==> config.mk <==
export PLATFORM = sky130hd
export DESIGN_NAME = pieb_flag_bank
export DESIGN_NICKNAME = d
export VERILOG_FILES = /design/src/rtl/pieb_flag_bank.v
export VERILOG_INCLUDE_DIRS = /design/src /design/src/rtl
export SDC_FILE = /design/constraint.sdc
export NUM_CORES = 1
export LEC_CHECK = 0
export BUFFER_PORTS_ARGS = -buffer_cell sky130_fd_sc_hd__clkbuf_2
export CAP_MARGIN = 20
export CORE_ASPECT_RATIO = 1.4
export CORE_MARGIN = 4
export CORE_UTILIZATION = 39
export CTS_BUF_LIST = sky130_fd_sc_hd__clkbuf_8
export DETAILED_ROUTE_END_ITERATION = 16
export GPL_TIMING_DRIVEN = 0
export PLACE_DENSITY = 0.65
export SLEW_MARGIN = 10
export SYNTH_ARGS = -nofsm -noshare
export SYNTH_HDL_FRONTEND = slang
export SYNTH_SLANG_ARGS = --single-unit
==> constraint.sdc <==
create_clock -name clk_sys -period 3.3 [get_ports clk_sys]
set_input_delay 0.165 -clock clk_sys [delete_from_list [all_inputs] [get_ports clk_sys]]
set_output_delay 0.165 -clock clk_sys [all_outputs]
set_load 0.01 [all_outputs]
==> src/rtl/pieb_defs.vh <==
// Summary of operation
// - each request flag sets on its event, whatever the enable bits hold.
// - no peripheral request interrupts without the peripheral group enable set.
// - enable two: osc 7, cmp2 6, cmp1 5, display 4, low voltage 2, capcomp2 0.
// - enable bits: 1 allows, 0 blocks, read/write, reset value zero.
// - bits 3 and 1 of enable two and request two ignore writes, read zero.
// - request one: eeprom, adc, rx, tx, sync port, capcomp1, timer2, timer1.
// - rx flag read-only, set while receive buffer full, clears on data read.
// - tx flag read-only, set while transmit buffer empty, clears on data write.
// - eeprom flag sets when a data memory write completes, sticky.
// - adc flag sets when a conversion completes, sticky.
// - sync port flag sets on transfer complete, cleared only by software.
// - timer two flag sets on period match, sticky.
// - timer one flag sets on counter overflow, sticky.
// - capcomp flags set on capture or compare by mode, unused in pwm mode.
// - request two: osc 7, cmp2 6, cmp1 5, display 4, low voltage 2, capcomp2 0.
// - osc fail flag sets when clock switched to internal oscillator, sticky.
// - comparator flag sets whenever its comparator output changes, sticky.
// - display and low voltage flags set when their modules raise a condition.
`ifndef PIEB_DEFS_VH
`define PIEB_DEFS_VH

// ****************************************
// register byte offsets
// ****************************************
`define PIEB_OFF_ENABLE_TWO   32'h0000_0000
`define PIEB_OFF_REQUEST_ONE  32'h0000_0004
`define PIEB_OFF_REQUEST_TWO  32'h0000_0008
`define PIEB_OFF_MAIN_CTRL    32'h0000_000c
`define PIEB_OFF_ENABLE_ONE   32'h0000_0010

// ****************************************
// field positions
// ****************************************
`define PIEB_BIT_GLOBAL_EN    7
`define PIEB_BIT_GROUP_EN     6
`define PIEB_BIT_RX           5
`define PIEB_BIT_TX           4

// ****************************************
// masks and reset values
// ****************************************
`define PIEB_MASK_TWO         8'hf5
`define PIEB_MASK_ONE_STICKY  8'hcf
`define PIEB_MASK_CTRL        8'hc0
`define PIEB_RESET_BYTE       8'h00
`define PIEB_SYNC_FILL        2'h3  // edges until a synchroniser holds a real pin sample

// ****************************************
// capture/compare modes and bus answers
// ****************************************
`define PIEB_MODE_OFF         2'h0
`define PIEB_MODE_CAPTURE     2'h1
`define PIEB_MODE_COMPARE     2'h2
`define PIEB_MODE_PWM         2'h3
`define PIEB_RESP_OKAY        2'h0
`define PIEB_RESP_SLVERR      2'h2

`endif

==> src/rtl/pieb_flag_bank.v <==
// Design decisions made here: the register offsets and register access over AXI4-Lite.
`timescale 1ns/1ns
`include "pieb_defs.vh"
`default_nettype none

module pieb_flag_bank (
  clk_sys,
  reset_n,
  s_axi_awaddr,
  s_axi_awvalid,
  s_axi_awready,
  s_axi_wdata,
  s_axi_wstrb,
  s_axi_wvalid,
  s_axi_wready,
  s_axi_bresp,
  s_axi_bvalid,
  s_axi_bready,
  s_axi_araddr,
  s_axi_arvalid,
  s_axi_arready,
  s_axi_rdata,
  s_axi_rresp,
  s_axi_rvalid,
  s_axi_rready,
  eeprom_write_done,
  adc_done,
  serial_rx_full,
  serial_tx_empty,
  sync_port_done,
  capcomp_one_mode,
  capcomp_one_capture,
  capcomp_one_match,
  timer_two_match,
  timer_one_overflow,
  osc_fail,
  comparator_two_output,
  comparator_one_output,
  display_driver_event,
  low_voltage_event,
  capcomp_two_mode,
  capcomp_two_capture,
  capcomp_two_match,
  peripheral_irq
);
  input  wire        clk_sys;
  input  wire        reset_n;
  input  wire [31:0] s_axi_awaddr;
  input  wire        s_axi_awvalid;
  output wire        s_axi_awready;
  input  wire [31:0] s_axi_wdata;
  input  wire [3:0]  s_axi_wstrb;
  input  wire        s_axi_wvalid;
  output wire        s_axi_wready;
  output reg  [1:0]  s_axi_bresp;
  output reg         s_axi_bvalid;
  input  wire        s_axi_bready;
  input  wire [31:0] s_axi_araddr;
  input  wire        s_axi_arvalid;
  output wire        s_axi_arready;
  output reg  [31:0] s_axi_rdata;
  output reg  [1:0]  s_axi_rresp;
  output reg         s_axi_rvalid;
  input  wire        s_axi_rready;
  input  wire        eeprom_write_done;
  input  wire        adc_done;
  input  wire        serial_rx_full;
  input  wire        serial_tx_empty;
  input  wire        sync_port_done;
  input  wire [1:0]  capcomp_one_mode;
  input  wire        capcomp_one_capture;
  input  wire        capcomp_one_match;
  input  wire        timer_two_match;
  input  wire        timer_one_overflow;
  input  wire        osc_fail;
  input  wire        comparator_two_output;
  input  wire        comparator_one_output;
  input  wire        display_driver_event;
  input  wire        low_voltage_event;
  input  wire [1:0]  capcomp_two_mode;
  input  wire        capcomp_two_capture;
  input  wire        capcomp_two_match;
  output reg         peripheral_irq;

  // ****************************************
  // register state
  // ****************************************
  reg  [7:0]  enable_two_reg;
  reg  [7:0]  enable_one_reg;
  reg  [7:0]  main_ctrl_reg;
  reg  [7:0]  request_one_reg;
  reg  [7:0]  request_two_reg;
  reg  [7:0]  enable_two_next;
  reg  [7:0]  enable_one_next;
  reg  [7:0]  main_ctrl_next;
  reg  [7:0]  request_one_next;
  reg  [7:0]  request_two_next;
  reg         aw_held_reg;
  reg         w_held_reg;
  reg  [31:0] wr_addr_reg;
  reg  [7:0]  wr_data_reg;
  reg         wr_lane_reg;
  wire        wr_fire;
  wire        wr_en_two;
  wire        wr_en_one;
  wire        wr_ctrl;
  wire        wr_req_one;
  wire        wr_req_two;
  wire        wr_hit;
  wire [7:0]  req_one_view;
  wire [7:0]  set_one;
  wire [7:0]  set_two;
  wire        capcomp_one_set;
  wire        capcomp_two_set;
  wire [1:0]  cmp_change;
  wire [1:0]  cmp_in;
  reg  [7:0]  rd_byte;
  reg         rd_hit;

  // ****************************************
  // comparator output synchronisers
  // ****************************************
  // comparator outputs come from another domain and pass three stages
  assign cmp_in = {comparator_two_output, comparator_one_output};

  genvar gi;
  generate
    for (gi = 0; gi < 2; gi = gi + 1) begin : g_cmp
      reg       s1_reg;
      reg       s2_reg;
      reg       s3_reg;
      reg       stable_reg;
      reg       primed_reg;
      reg [1:0] fill_reg;
      // three stages; the first is read only by the second
      // fill_reg counts the edges the pipe needs to hold a real pin sample,
      // so a level already present at reset is taken as the start level
      always @(posedge clk_sys or negedge reset_n) begin
        if (!reset_n) begin
          s1_reg     <= 1'b0;
          s2_reg     <= 1'b0;
          s3_reg     <= 1'b0;
          stable_reg <= 1'b0;
          primed_reg <= 1'b0;
          fill_reg   <= 2'h0;
        end else begin
          s1_reg <= cmp_in[gi];
          s2_reg <= s1_reg;
          s3_reg <= s2_reg;
          if (fill_reg != `PIEB_SYNC_FILL) begin
            fill_reg <= fill_reg + 2'h1;
          end
          if (s2_reg == s3_reg) begin
            stable_reg <= s3_reg;
            primed_reg <= (fill_reg == `PIEB_SYNC_FILL);
          end
        end
      end
      // the change pulse lasts one cycle, as stable_reg catches up at the next edge
      // a settled level unlike the last one is a change
      assign cmp_change[gi] = primed_reg & (s2_reg == s3_reg) & (s3_reg != stable_reg);
    end
  endgenerate

  // ****************************************
  // event sources
  // ****************************************
  // capture or compare by mode, nothing in pwm mode
  // off mode sets nothing either, so a parked unit never raises a flag
  assign capcomp_one_set =
    ((capcomp_one_mode == `PIEB_MODE_CAPTURE) & capcomp_one_capture) |
    ((capcomp_one_mode == `PIEB_MODE_COMPARE) & capcomp_one_match);
  assign capcomp_two_set =
    ((capcomp_two_mode == `PIEB_MODE_CAPTURE) & capcomp_two_capture) |
    ((capcomp_two_mode == `PIEB_MODE_COMPARE) & capcomp_two_match);

  // request one sticky sets, rx and tx positions left empty
  // a source held high keeps setting its flag, so a clear sticks only once it drops
  assign set_one = {eeprom_write_done,
                    adc_done,
                    2'b00,
                    sync_port_done,
                    capcomp_one_set,
                    timer_two_match,
                    timer_one_overflow};

  // request two sets in register order
  // unimplemented bits 3 and 1 are tied low here and in the write mask
  assign set_two = {osc_fail,
                    cmp_change[1],
                    cmp_change[0],
                    display_driver_event,
                    1'b0,
                    low_voltage_event,
                    1'b0,
                    capcomp_two_set};

  // rx and tx follow the serial buffers directly
  // not stored: the serial unit drops its level when its data register is read or written
  assign req_one_view = {request_one_reg[7:6],
                         serial_rx_full,
                         serial_tx_empty,
                         request_one_reg[3:0]};

  // ****************************************
  // write channel
  // ****************************************
  // each channel takes one item, then waits for its pair and the response,
  // so a second write cannot overtake the first
  assign s_axi_awready = ~aw_held_reg & ~s_axi_bvalid;
  assign s_axi_wready  = ~w_held_reg & ~s_axi_bvalid;
  assign wr_fire       = aw_held_reg & w_held_reg;

  // hold address and data until both are in
  // the response code is fixed when both halves are in
  always @(posedge clk_sys or negedge reset_n) begin
    if (!reset_n) begin
      aw_held_reg  <= 1'b0;
      w_held_reg   <= 1'b0;
      wr_addr_reg  <= 32'h0000_0000;
      wr_data_reg  <= `PIEB_RESET_BYTE;
      wr_lane_reg  <= 1'b0;
      s_axi_bvalid <= 1'b0;
      s_axi_bresp  <= `PIEB_RESP_OKAY;
    end else begin
      if (s_axi_awvalid & s_axi_awready) begin
        aw_held_reg <= 1'b1;
        wr_addr_reg <= s_axi_awaddr;
      end
      if (s_axi_wvalid & s_axi_wready) begin
        w_held_reg  <= 1'b1;
        wr_data_reg <= s_axi_wdata[7:0];
        wr_lane_reg <= s_axi_wstrb[0];
      end
      if (wr_fire) begin
        aw_held_reg  <= 1'b0;
        w_held_reg   <= 1'b0;
        s_axi_bvalid <= 1'b1;
        s_axi_bresp  <= wr_hit ? `PIEB_RESP_OKAY : `PIEB_RESP_SLVERR;
      end else if (s_axi_bvalid & s_axi_bready) begin
        s_axi_bvalid <= 1'b0;
      end
    end
  end

  // address decode of the held write
  // lane 0 carries the only byte; without it a write answers okay and changes nothing
  assign wr_en_two  = wr_fire & wr_lane_reg & (wr_addr_reg == `PIEB_OFF_ENABLE_TWO);
  assign wr_req_one = wr_fire & wr_lane_reg & (wr_addr_reg == `PIEB_OFF_REQUEST_ONE);
  assign wr_req_two = wr_fire & wr_lane_reg & (wr_addr_reg == `PIEB_OFF_REQUEST_TWO);
  assign wr_ctrl    = wr_fire & wr_lane_reg & (wr_addr_reg == `PIEB_OFF_MAIN_CTRL);
  assign wr_en_one  = wr_fire & wr_lane_reg & (wr_addr_reg == `PIEB_OFF_ENABLE_ONE);
  // any other address answers with an error and writes nothing
  assign wr_hit = (wr_addr_reg == `PIEB_OFF_ENABLE_TWO) |
                  (wr_addr_reg == `PIEB_OFF_REQUEST_ONE) |
                  (wr_addr_reg == `PIEB_OFF_REQUEST_TWO) |
                  (wr_addr_reg == `PIEB_OFF_MAIN_CTRL) |
                  (wr_addr_reg == `PIEB_OFF_ENABLE_ONE);

  // ****************************************
  // register next values
  // ****************************************
  // software writes first, hardware sets on top so a set wins
  // a clear that meets an event in the same cycle therefore never loses the event
  always @* begin
    enable_two_next  = enable_two_reg;
    enable_one_next  = enable_one_reg;
    main_ctrl_next   = main_ctrl_reg;
    request_one_next = request_one_reg;
    request_two_next = request_two_reg;
    if (wr_en_two) begin
      enable_two_next = wr_data_reg & `PIEB_MASK_TWO;
    end
    if (wr_en_one) begin
      enable_one_next = wr_data_reg;
    end
    if (wr_ctrl) begin
      main_ctrl_next = wr_data_reg & `PIEB_MASK_CTRL;
    end
    if (wr_req_one) begin
      request_one_next = wr_data_reg & `PIEB_MASK_ONE_STICKY;
    end
    if (wr_req_two) begin
      request_two_next = wr_data_reg & `PIEB_MASK_TWO;
    end
    // flags set regardless of any enable bit
    request_one_next = request_one_next | set_one;
    request_two_next = request_two_next | set_two;
  end

  // register update
  // all five registers start at zero, so nothing is enabled after reset
  always @(posedge clk_sys or negedge reset_n) begin
    if (!reset_n) begin
      enable_two_reg  <= `PIEB_RESET_BYTE;
      enable_one_reg  <= `PIEB_RESET_BYTE;
      main_ctrl_reg   <= `PIEB_RESET_BYTE;
      request_one_reg <= `PIEB_RESET_BYTE;
      request_two_reg <= `PIEB_RESET_BYTE;
    end else begin
      enable_two_reg  <= enable_two_next;
      enable_one_reg  <= enable_one_next;
      main_ctrl_reg   <= main_ctrl_next;
      request_one_reg <= request_one_next;
      request_two_reg <= request_two_next;
    end
  end

  // ****************************************
  // interrupt request
  // ****************************************
  // any enabled flag, then group and global enables
  // registered so the request never glitches while a flag and its enable change together
  always @(posedge clk_sys or negedge reset_n) begin
    if (!reset_n) begin
      peripheral_irq <= 1'b0;
    end else begin
      peripheral_irq <= main_ctrl_reg[`PIEB_BIT_GLOBAL_EN] &
                        main_ctrl_reg[`PIEB_BIT_GROUP_EN] &
                        (|((req_one_view & enable_one_reg) |
                           (request_two_reg & enable_two_reg)));
    end
  end

  // ****************************************
  // read channel
  // ****************************************
  assign s_axi_arready = ~s_axi_rvalid;

  // read decode, unused bits return zero
  always @* begin
    rd_byte = `PIEB_RESET_BYTE;
    rd_hit  = 1'b1;
    case (s_axi_araddr)
      `PIEB_OFF_ENABLE_TWO: begin
        rd_byte = enable_two_reg;
      end
      `PIEB_OFF_REQUEST_ONE: begin
        rd_byte = req_one_view;
      end
      `PIEB_OFF_REQUEST_TWO: begin
        rd_byte = request_two_reg;
      end
      `PIEB_OFF_MAIN_CTRL: begin
        rd_byte = main_ctrl_reg;
      end
      `PIEB_OFF_ENABLE_ONE: begin
        rd_byte = enable_one_reg;
      end
      default: begin
        rd_hit = 1'b0;
      end
    endcase
  end

  // read answer held until taken
  // the byte is captured with the address; a flag set after that shows on the next read
  always @(posedge clk_sys or negedge reset_n) begin
    if (!reset_n) begin
      s_axi_rvalid <= 1'b0;
      s_axi_rdata  <= 32'h0000_0000;
      s_axi_rresp  <= `PIEB_RESP_OKAY;
    end else begin
      if (s_axi_arvalid & s_axi_arready) begin
        s_axi_rvalid <= 1'b1;
        s_axi_rdata  <= {24'h00_0000, rd_byte};
        s_axi_rresp  <= rd_hit ? `PIEB_RESP_OKAY : `PIEB_RESP_SLVERR;
      end else if (s_axi_rvalid & s_axi_rready) begin
        s_axi_rvalid <= 1'b0;
      end
    end
  end

endmodule // pieb_flag_bank

`default_nettype wire

# Yosys cells after proc, flatten, opt, wreduce, memory -nomap -nowiden
# Index checks and enable logic that the tools add are counted.
[word_totals]
ff_bits = 104
latchBits = 0
ramBits = 0
romBits = 0
inputBits = 127
out_inout_bits = 42
elab_cells = 111
memories = 0
[classes]
add_sub_neg = 2
multipliers = 0
n_div = 0
magnitude_cmp = 0
n_eq_ne = 20
shifts = 0
muxes = 14
bitwise = 39
n_reduce_logical = 8
[ops]
columns = ["op", "count"]
rows = [
  ["32-bit by 4-bit equality test with 1-bit output, second input constant", 4],
  ["32-bit by 3-bit equality test with 1-bit output, second input constant", 2],
  ["32-bit by 5-bit equality test with 1-bit output, second input constant", 2],
  ["32-bit zero test", 2],
  ["8-bit case mux with 5 select lines", 1],
  ["1-bit AND", 24],
  ["8-bit bitwise OR", 3],
  ["8-bit AND", 2],
  ["8-bit two-way mux", 2],
  ["1-bit two-way mux", 9],
  ["2-bit equality test, second input constant", 4],
  ["2-bit nonzero test", 4],
  ["8-bit OR reduction", 1],
  ["1-bit bitwise OR", 6],
  ["5-bit OR reduction", 1],
  ["2-bit by 1-bit adder with 2-bit output, second input constant", 2],
  ["2-bit by 1-bit equality test with 1-bit output, second input constant", 2],
  ["2-bit two-way mux", 2],
  ["2-bit != test, second input constant", 2],
  ["1-bit NOT", 4],
  ["1-bit equality test", 2],
  ["1-bit != test", 2],
]

# Logic depth before layout (Yosys ltp)
# Gate-level depths: netlist of the first run.
[logic_depth]
ltp_word = 6
ltp_mapped = 6
mapped_depth_nobuf = 5

# Worst setup path after synthesis of the first run
# OpenSTA, ideal clock, no wires.
[synth_path]
kind = "reg2reg"
start = "register wr_addr_reg[0]"
end = "register enable_one_reg[0]"
setup_ns = 0.125
arrival_ns = 2.226
required_ns = 3.175
setup_slack_ns = 0.949
path_stages_with_launch = 6
n_path_buf = 1
period_less_slack_ns = 2.351
path_cell_list = "dfrtp_1 or4_4 or3_4 or4_1 buf_6 mux2_4"
[synth_via]
elab_chain_len = 2
[synth_lines]
columns = ["element", "line_no", "rtl"]
rows = [
  ["start, declared", "pieb_flag_bank.v:100", "reg [31:0] wr_addr_reg;"],
  ["start signal, assigned", "pieb_flag_bank.v:228", "wr_addr_reg <= s_axi_awaddr;"],
  ["32-bit by 5-bit equality test with 1-bit output (no line)", "-", ""],
  ["1-bit AND", "pieb_flag_bank.v:252", "assign wr_en_one = wr_fire & wr_lane_reg & (wr_addr_reg == `PIEB_OFF_ENABLE_ONE);"],
  ["end signal, assigned", "pieb_flag_bank.v:296", "enable_one_reg <= `PIEB_RESET_BYTE;"],
  ["end signal, assigned", "pieb_flag_bank.v:302", "enable_one_reg <= enable_one_next;"],
  ["end, declared", "pieb_flag_bank.v:89", "reg [7:0] enable_one_reg;"],
]
# Every way passes these cells.
# A chain may end at the register's enable or synchronous reset.

# Worst setup path after layout of the first run
[layout_path]
start = "register wr_addr_reg[25]"
end = "register enable_two_reg[5]"
[layout_via]
elab_chain_len = 2
[layout_lines]
columns = ["element", "line_no", "rtl"]
rows = [
  ["32-bit zero test (no line)", "-", ""],
  ["1-bit AND", "pieb_flag_bank.v:248", "assign wr_en_two = wr_fire & wr_lane_reg & (wr_addr_reg == `PIEB_OFF_ENABLE_TWO);"],
  ["end signal, assigned", "pieb_flag_bank.v:295", "enable_two_reg <= `PIEB_RESET_BYTE;"],
  ["end signal, assigned", "pieb_flag_bank.v:301", "enable_two_reg <= enable_two_next;"],
  ["end, declared", "pieb_flag_bank.v:88", "reg [7:0] enable_two_reg;"],
]
# Every way passes these cells.

==> results of run 1 <==
-- Yosys cell counts (all sizes together) (3+ instances only) --
cell type / number / area (um2)
nor3: 6 / 30.0
a31oi: 6 / 37.5
a21o: 3 / 22.5
a2bb2oi: 4 / 35.0
nor4: 11 / 83.8
or4: 4 / 37.5
a21oi: 8 / 40.0
nor2: 20 / 75.1
nand2: 37 / 139
a41oi: 5 / 43.8
dfrtp: 98 / 2450
nand3: 10 / 50.1
inv: 5 / 18.8
mux2: 61 / 717
clkbuf: 11 / 41.3
mux2i: 4 / 40.0
o21ai: 12 / 60.1
nand4: 3 / 18.8
nor2b: 9 / 56.3
xnor2: 4 / 35.0
a22oi: 4 / 30.0
a221oi: 3 / 26.3
buf: 27 / 206
-- worst max-delay path, stage by stage, from the launching register on --
cell and delay, ns:
dfrtp_1 0.39, nor4_1 0.43, nand4_1 0.38, nor4_4 0.55
nand2_1 0.32, mux2_2 0.35
-- cell type report --
cell class | instances | area share [%]
plain buffers | 38 | 4.45
multi-input cells | 258 | 33.5
clock inverters | 4 | 0.382
clock buffers | 10 | 2.47
flip-flops and latches | 98 | 44.0
well taps | 144 | 3.23
repair buffers | 121 | 11.7
inverters | 5 | 0.337
-- through the flow --
stage | hold slack (ns) | power [mW] | setup WS, ns | util (%)
global route | 0.0153 | 3.38 | 0.568 | 49.4
global placement | 0.276 | 2.50 | 0.830 | 47.3
detailed placement | 0.275 | 2.54 | 0.736 | 47.4
finish | 0.0163 | 3.18 | 0.772 | 49.4
floorplan | -0.131 | 2.24 | 0.949 | -
CTS | 0.00193 | 3.22 | 0.725 | 49.4
-- cells by family (layout without fill, tap and decap cells) --
family / count (synthesis) / after routing / synth area share [%]
DFF: 98 / 98 / 54.6
adders and majority gates: 4 / 4 / 1.00
xor gates and xnor gates: 4 / 4 / 0.780
other: 1 / 26 / 0.0835
muxes: 67 / 67 / 17.9
AOI/OAI and AO/OA: 50 / 50 / 7.47
and+or+nand+nor: 107 / 107 / 12.3
buffers and inverters: 43 / 178 / 5.93
-- worst max-delay path by stage --
stage	startpoint	end	slack, ns	cells past startpoint
finish	wr_addr_reg[25]	enable_two_reg[5]	0.77	5
global route	wr_addr_reg[25]	enable_two_reg[5]	0.57	5
CTS	wr_addr_reg[25]	enable_two_reg[5]	0.73	5
detailed placement	wr_addr_reg[25]	enable_two_reg[7]	0.74	5
global placement	wr_addr_reg[25]	enable_two_reg[6]	0.83	5
floorplan	wr_addr_reg[0]	enable_one_reg[0]	0.95	5
-- metal layers --
metal | GRT usage (%) | vias up | wire, um
li1 | - | 1602 | -
met1 | 17.1 | 1609 | 3930
met2 | 28.2 | 117 | 5450
met3 | 3.05 | 11 | 680
met4 | 6.00 | 0 | 130
met5 | 0 | - | 0
-- report_power, final --
| part | switching [mW] | internal (mW) |
|---|---|---|
| registers | 0.231 | 1.49 |
| logic | 0.339 | 0.443 |
| clock network | 0.394 | 0.281 |
| total | 0.964 | 2.22 |
-- what timing repair did --
item,in CTS,in global routing
endpoints found under the setup margin,0,0
gates resized for setup,0,0
hold buffers,7,0
setup buffers,0,0
hold endpoints to repair,104,0
==> impl_metrics.env, run 1 <==
export IMPL_outcome="finished clean"
export IMPL_hold_class="primary input to flop"
export IMPL_synth_edf_count=0
export IMPL_ys_seq_area_share_pct=54.6
export IMPL_yosysWarningCount=0
export IMPL_synth_cell_types=40
export IMPL_timing_rr_end="enable_two_reg[5]"
export IMPL_place_gp_congestion=0.770
export IMPL_final_cell_mix="113 x clkbuf_2, 98 x dfrtp_1, 53 x mux2_2"
export IMPL_hold_viol=0
export IMPL_wl_per_cell_um=15.0
export IMPL_cts_buffer_depth=2
export IMPL_synth_area_um2=4490
export IMPL_grt_pass1_vias=3406
export IMPL_ys_flop_type="dfrtp_1"
export IMPL_antenna_found_initial=0
export IMPL_end_kind="flop"
export IMPL_post_route_period_util_pct=76.6
export IMPL_clock_skew_ns=0.0111
export IMPL_clock_sinks=98
export IMPL_syn_avg_cell_area_um2=12.0
export IMPL_fillers=1051
export IMPL_r2r_cells=5
export IMPL_drv_cap=0
export IMPL_r2r_setup_slack_ns=0.77
export IMPL_worst_slew_pin_slew_ns=0.768
export IMPL_hp_start="timer_one_overflow"
export IMPL_grt_pass1_wl_um=16200
export IMPL_die_area_um2=13300
export IMPL_whs_path_depth=3
export IMPL_drtIter0Drc=107
export IMPL_worstSetupPathType="flop to flop"
export IMPL_max_freq_mhz=396
export IMPL_layout_commonest_cell="clkbuf_2"
export IMPL_die_h_um=135
export IMPL_area_delta_synth_final_pct=24.1
export IMPL_setup_viol=0
export IMPL_powerDensity_nw_per_um2=571
export IMPL_seq_area_um2=2450
export IMPL_worstSkewPairLatency_ns=0.36
export IMPL_layout_drive_gt1_share_pct=41.6
export IMPL_grt_ovfl_total=0
export IMPL_post_place_cells=657
export IMPL_slew_violations=0
export IMPL_post_route_drc_count=0
export IMPL_htree_levels=3
export IMPL_vias_per_cell=4.92
export IMPL_min_period_ns=2.53
export IMPL_cts_tree="built"
export IMPL_cts_made_buffers=9
export IMPL_num_antenna_cells=0
export IMPL_dp_hpwl_um=8120
export IMPL_cts_root_buffer="clkbuf_8"
export IMPL_rsz0062_at_grt="false"
export IMPL_reg2reg_from="wr_addr_reg[25]"
export IMPL_drt_wl_total_um=10200
export IMPL_clk_pin_slew_ns=0.09
export IMPL_synthCells=374
export IMPL_peakVddDrop_mv=0.430
export IMPL_multi_input_area_um2=1870
export IMPL_fp_row_count=46
export IMPL_critical_path_required_ns=3.55
export IMPL_finalNetCount=660
export IMPL_core_area_um2=11300
export IMPL_place_area_um2=5340
export IMPL_holdPathEnd="request_one_reg[0]"
export IMPL_grt_use_total_pct=15.3
export IMPL_async_flop_share_pct=100
export IMPL_stdcell_area_um2=5570
export IMPL_grt_max_degree=99
export IMPL_ant_nets=0
export IMPL_start_kind="flop"
export IMPL_fin_tns_setup_ns=0
export IMPL_initial_core_util_pct=39.8
export IMPL_path_max_fanout=6
export IMPL_die_x_um=98.7
export IMPL_ioPinCount=169
export IMPL_instances_no_fill=678
export IMPL_maxSlewHeadroom_pct=48.8
export IMPL_port_buffers=114
export IMPL_largest_reg_flops=32
export IMPL_ys_seq_elements=98
export IMPL_dr_pass1_iters=4
export IMPL_cp_arrival_ns=2.77
export IMPL_vias=3339
export IMPL_p_leak_nw=2.66
No activity file was read; power rests on OpenSTA's default activity.
==> inputs of run 2 (changes only) <==
--- a/config.mk
+++ b/config.mk
@@ -6,6 +6,7 @@
 export SDC_FILE = /design/constraint.sdc
 export NUM_CORES = 1
 export LEC_CHECK = 0
+export ABC_AREA = 1
 export BUFFER_PORTS_ARGS = -buffer_cell sky130_fd_sc_hd__clkbuf_2
 export CAP_MARGIN = 20
 export CORE_ASPECT_RATIO = 1.4
@@ -14,7 +15,7 @@
 export CTS_BUF_LIST = sky130_fd_sc_hd__clkbuf_8
 export DETAILED_ROUTE_END_ITERATION = 16
 export GPL_TIMING_DRIVEN = 0
-export PLACE_DENSITY = 0.65
+export PLACE_DENSITY = 0.66
 export SLEW_MARGIN = 10
 export SYNTH_ARGS = -nofsm -noshare
 export SYNTH_HDL_FRONTEND = slang
==> constraint.sdc (replaced) <==
create_clock -name clk_sys -period 2.2 [get_ports clk_sys]
set_input_delay 0.11 -clock clk_sys [delete_from_list [all_inputs] [get_ports clk_sys]]
set_output_delay 0.11 -clock clk_sys [all_outputs]
set_load 0.01 [all_outputs]
==> run 2 against run 1 <==
Against the previous run: register-to-register slack lost 0.15 ns; clock power is 90% higher; setup slack lost 0.15 ns; sequential power up 45%; core utilization increased by 3.5 points; non-clock buffer count increased by 46; largest power group unchanged.
==> impl_metrics.env, run 2 <==
export IMPL_yosys_area_top_type="dfrtp_1"
export IMPL_wl_per_cell_um=12.7
export IMPL_drv_cap=0
export IMPL_initial_core_util_pct=39.6
export IMPL_die_h_um=140
export IMPL_largest_reg_flops=32
export IMPL_slew_violations=0
export IMPL_pwr_share_clk_pct=24.9
export IMPL_clock_skew_ns=0.0116
export IMPL_final_cell_mix="118 x nand2_1, 114 x clkbuf_2, 98 x dfrtp_1"
export IMPL_slowest_delay_ns=0.39
export IMPL_peakVddDrop_mv=0.621
export IMPL_post_place_cells=832
export IMPL_layout_commonest_cell="nand2_1"
export IMPL_cts_root_buffer="clkbuf_8"
export IMPL_finalNetCount=876
export IMPL_synth_area_um2=4870
export IMPL_ys_seq_elements=98
export IMPL_cts_buffer_depth=2
export IMPL_ys_flop_type="dfrtp_1"
export IMPL_max_freq_mhz=633
export IMPL_yosysWarningCount=0
export IMPL_cts_setup_buffers=0
export IMPL_critical_path_required_ns=2.44
export IMPL_netlist_area_leader_share_pct=50.3
export IMPL_fp_row_count=48
export IMPL_stdcell_area_um2=6510
export IMPL_p_comb_share_pct=26.4
export IMPL_crit_top_cell="nand2_1"
export IMPL_place_ws_ns=0.620
export IMPL_outcome="finished clean"
export IMPL_drtIter0Drc=138
export IMPL_cp_arrival_ns=1.82
export IMPL_die_area_um2=14400
export IMPL_hp_start="s_axi_wdata[4]"
export IMPL_vias=4155
export IMPL_clock_sinks=98
export IMPL_path_max_fanout=10
export IMPL_synthTopCellsByCount="118 x nand2_1, 98 x dfrtp_1, 67 x nor2_1"
export IMPL_ant_nets=0
export IMPL_start_kind="flop"
export IMPL_maxSlewHeadroom_pct=48.9
export IMPL_hold_class="primary input to flop"
export IMPL_end_kind="flop"
export IMPL_syn_avg_cell_area_um2=8.99
export IMPL_post_route_period_util_pct=71.8
export IMPL_dr_pass1_iters=4
export IMPL_vias_per_cell=4.61
export IMPL_grt_use_total_pct=16.3
export IMPL_clk_pin_slew_ns=0.09
export IMPL_htree_levels=3
export IMPL_yosysMostFrequentCell="nand2_1"
export IMPL_post_route_drc_count=0
export IMPL_cts_tree="built"
export IMPL_ys_seq_area_share_pct=50.3
export IMPL_synth_edf_count=0
export IMPL_critPathLaunch="wr_addr_reg[13]"
export IMPL_worstSetupPathType="flop to flop"
export IMPL_place_area_um2=5740
export IMPL_grt_pass1_vias=4148
export IMPL_fin_ws_ns=0.621
export IMPL_yosys_top_cells_area="dfrtp_1 50%, nand2_1 9.1%, mux2_2 6.9%"
export IMPL_place_gp_congestion=0.799
export IMPL_worst_slew_pin_slew_ns=0.767
export IMPL_ioPinCount=169
export IMPL_core_area_um2=12300
export IMPL_dp_hpwl_um=8620
export IMPL_grt_max_degree=99
export IMPL_hold_viol=0
export IMPL_setup_viol=0
export IMPL_num_antenna_cells=0
export IMPL_worstSkewPairLatency_ns=0.36
export IMPL_seq_power_share_pct=48.6
export IMPL_crit_buf_inv=1
export IMPL_switching_power_mw=1.59
export IMPL_instances_no_fill=902
export IMPL_port_buffers=115
export IMPL_min_period_ns=1.58
export IMPL_grt_pass1_wl_um=18800
export IMPL_reg2reg_from="wr_addr_reg[13]"
export IMPL_drt_wl_total_um=11400
export IMPL_cp_top_family="simple AND/OR/NAND/NOR gates"
export IMPL_switching_share_pct=30.9
export IMPL_cts_made_buffers=9
export IMPL_die_x_um=102
export IMPL_antenna_found_initial=0
export IMPL_synth_cell_types=32
export IMPL_p_leak_nw=3.27
export IMPL_powerDensity_nw_per_um2=790
export IMPL_async_flop_share_pct=100
export IMPL_worstPathCellList="nor2_1 -> nand2_1 -> nor2_4 -> nand2_1 -> nor2_2 -> nand3_2 -> buf_6 -> nand2_1 -> o21ai_2"
export IMPL_rsz0062_at_grt="false"
export IMPL_area_delta_synth_final_pct=33.5
export IMPL_p_int_mw=3.55
export IMPL_synthCells=542
export IMPL_grt_ovfl_total=0
export IMPL_layout_drive_gt1_share_pct=31.8
export IMPL_crit_slowest_cell="dfrtp_1"
run 2: stage by stage:
stage          utilization (%)  setup TNS (ns)  hold WS [ns]  power (mW)
2_1_floorplan                -               0        -0.186        3.40
3_3_place_gp              46.6          -14.25         0.222        3.76
3_5_place_dp              46.6               0         0.221        3.83
4_1_cts                   52.9               0       0.00915        5.19
5_1_grt                   52.9               0        0.0350        5.49
6_report                  52.9               0        0.0240        5.14
run 2: power by group through the flow:
stage / logic, mW / registers (mW) / clock network (mW)
after CTS: 1.37 / 2.50 / 1.32
after floorplan: 0.914 / 2.49 / 0
after global placement: 1.25 / 2.51 / 0
final: 1.36 / 2.50 / 1.28
after detailed placement: 1.29 / 2.54 / 0
after global routing: 1.53 / 2.56 / 1.40
run 2: final timing paths:
check	end	slack (ns)	cells past startpoint
hold reg to reg	g_cmp[1].s2_reg	0.36	0
hold / removal	wr_data_reg[4]	0.02	3
setup reg to reg	enable_two_reg[6]	0.62	9
min in group asynchronous	wr_addr_reg[12]	0.36	2
setup / recovery	enable_two_reg[6]	0.62	9
max in group asynchronous	enable_one_reg[6]	1.30	2
run 2: worst register-to-register path: cells and delay by family (launching register included):
kind                   cells  cell delay [ns]
AOI/OAI and AO/OA          1             0.05
buffers and inverters      1             0.18
DFF                        1             0.39
and+or+nand+nor            7             0.86
run 2: per-layer routing:
layer / vias to the layer above / routed length (um) / track usage, %
met5: - / 0 / 0
met1: 1895 / 4320 / 17.9
met3: 11 / 819 / 3.89
met4: 0 / 86 / 4.84
li1: 2113 / - / -
met2: 136 / 6210 / 30.4
run 2: cells by family (layout without fill, tap and decap cells):
group | after synthesis | in the layout | synth area share (%)
AND/OR/NAND/NOR | 252 | 252 | 22.9
flip-flops | 98 | 98 | 50.3
buffers and inverters | 85 | 270 | 9.24
AO/OA/AOI/OAI | 68 | 68 | 8.86
multiplexers | 30 | 30 | 6.93
adder cells (fa/ha/maj) | 4 | 4 | 0.924
XOR/XNOR | 4 | 4 | 0.719
other | 1 | 26 | 0.0769
run 2: repair_timing:
action                                  in CTS  in global routing
endpoints found under the hold margin      151                  0
hold buffers                                54                  0
endpoints found under the setup margin       0                  0
resized for setup                            0                  0
run 2: final cells by class:
| cell class | count | area [um2] |
|---|---|---|
| buffer | 36 | 267 |
| clock buffer | 10 | 138 |
| clock inverter | 6 | 88.8 |
| fill | 1142 | 5800 |
| inverter | 49 | 184 |
| multi-input combinational | 384 | 2070 |
| sequential | 98 | 2450 |
| tap | 150 | 188 |
| timing repair buffer | 169 | 1120 |
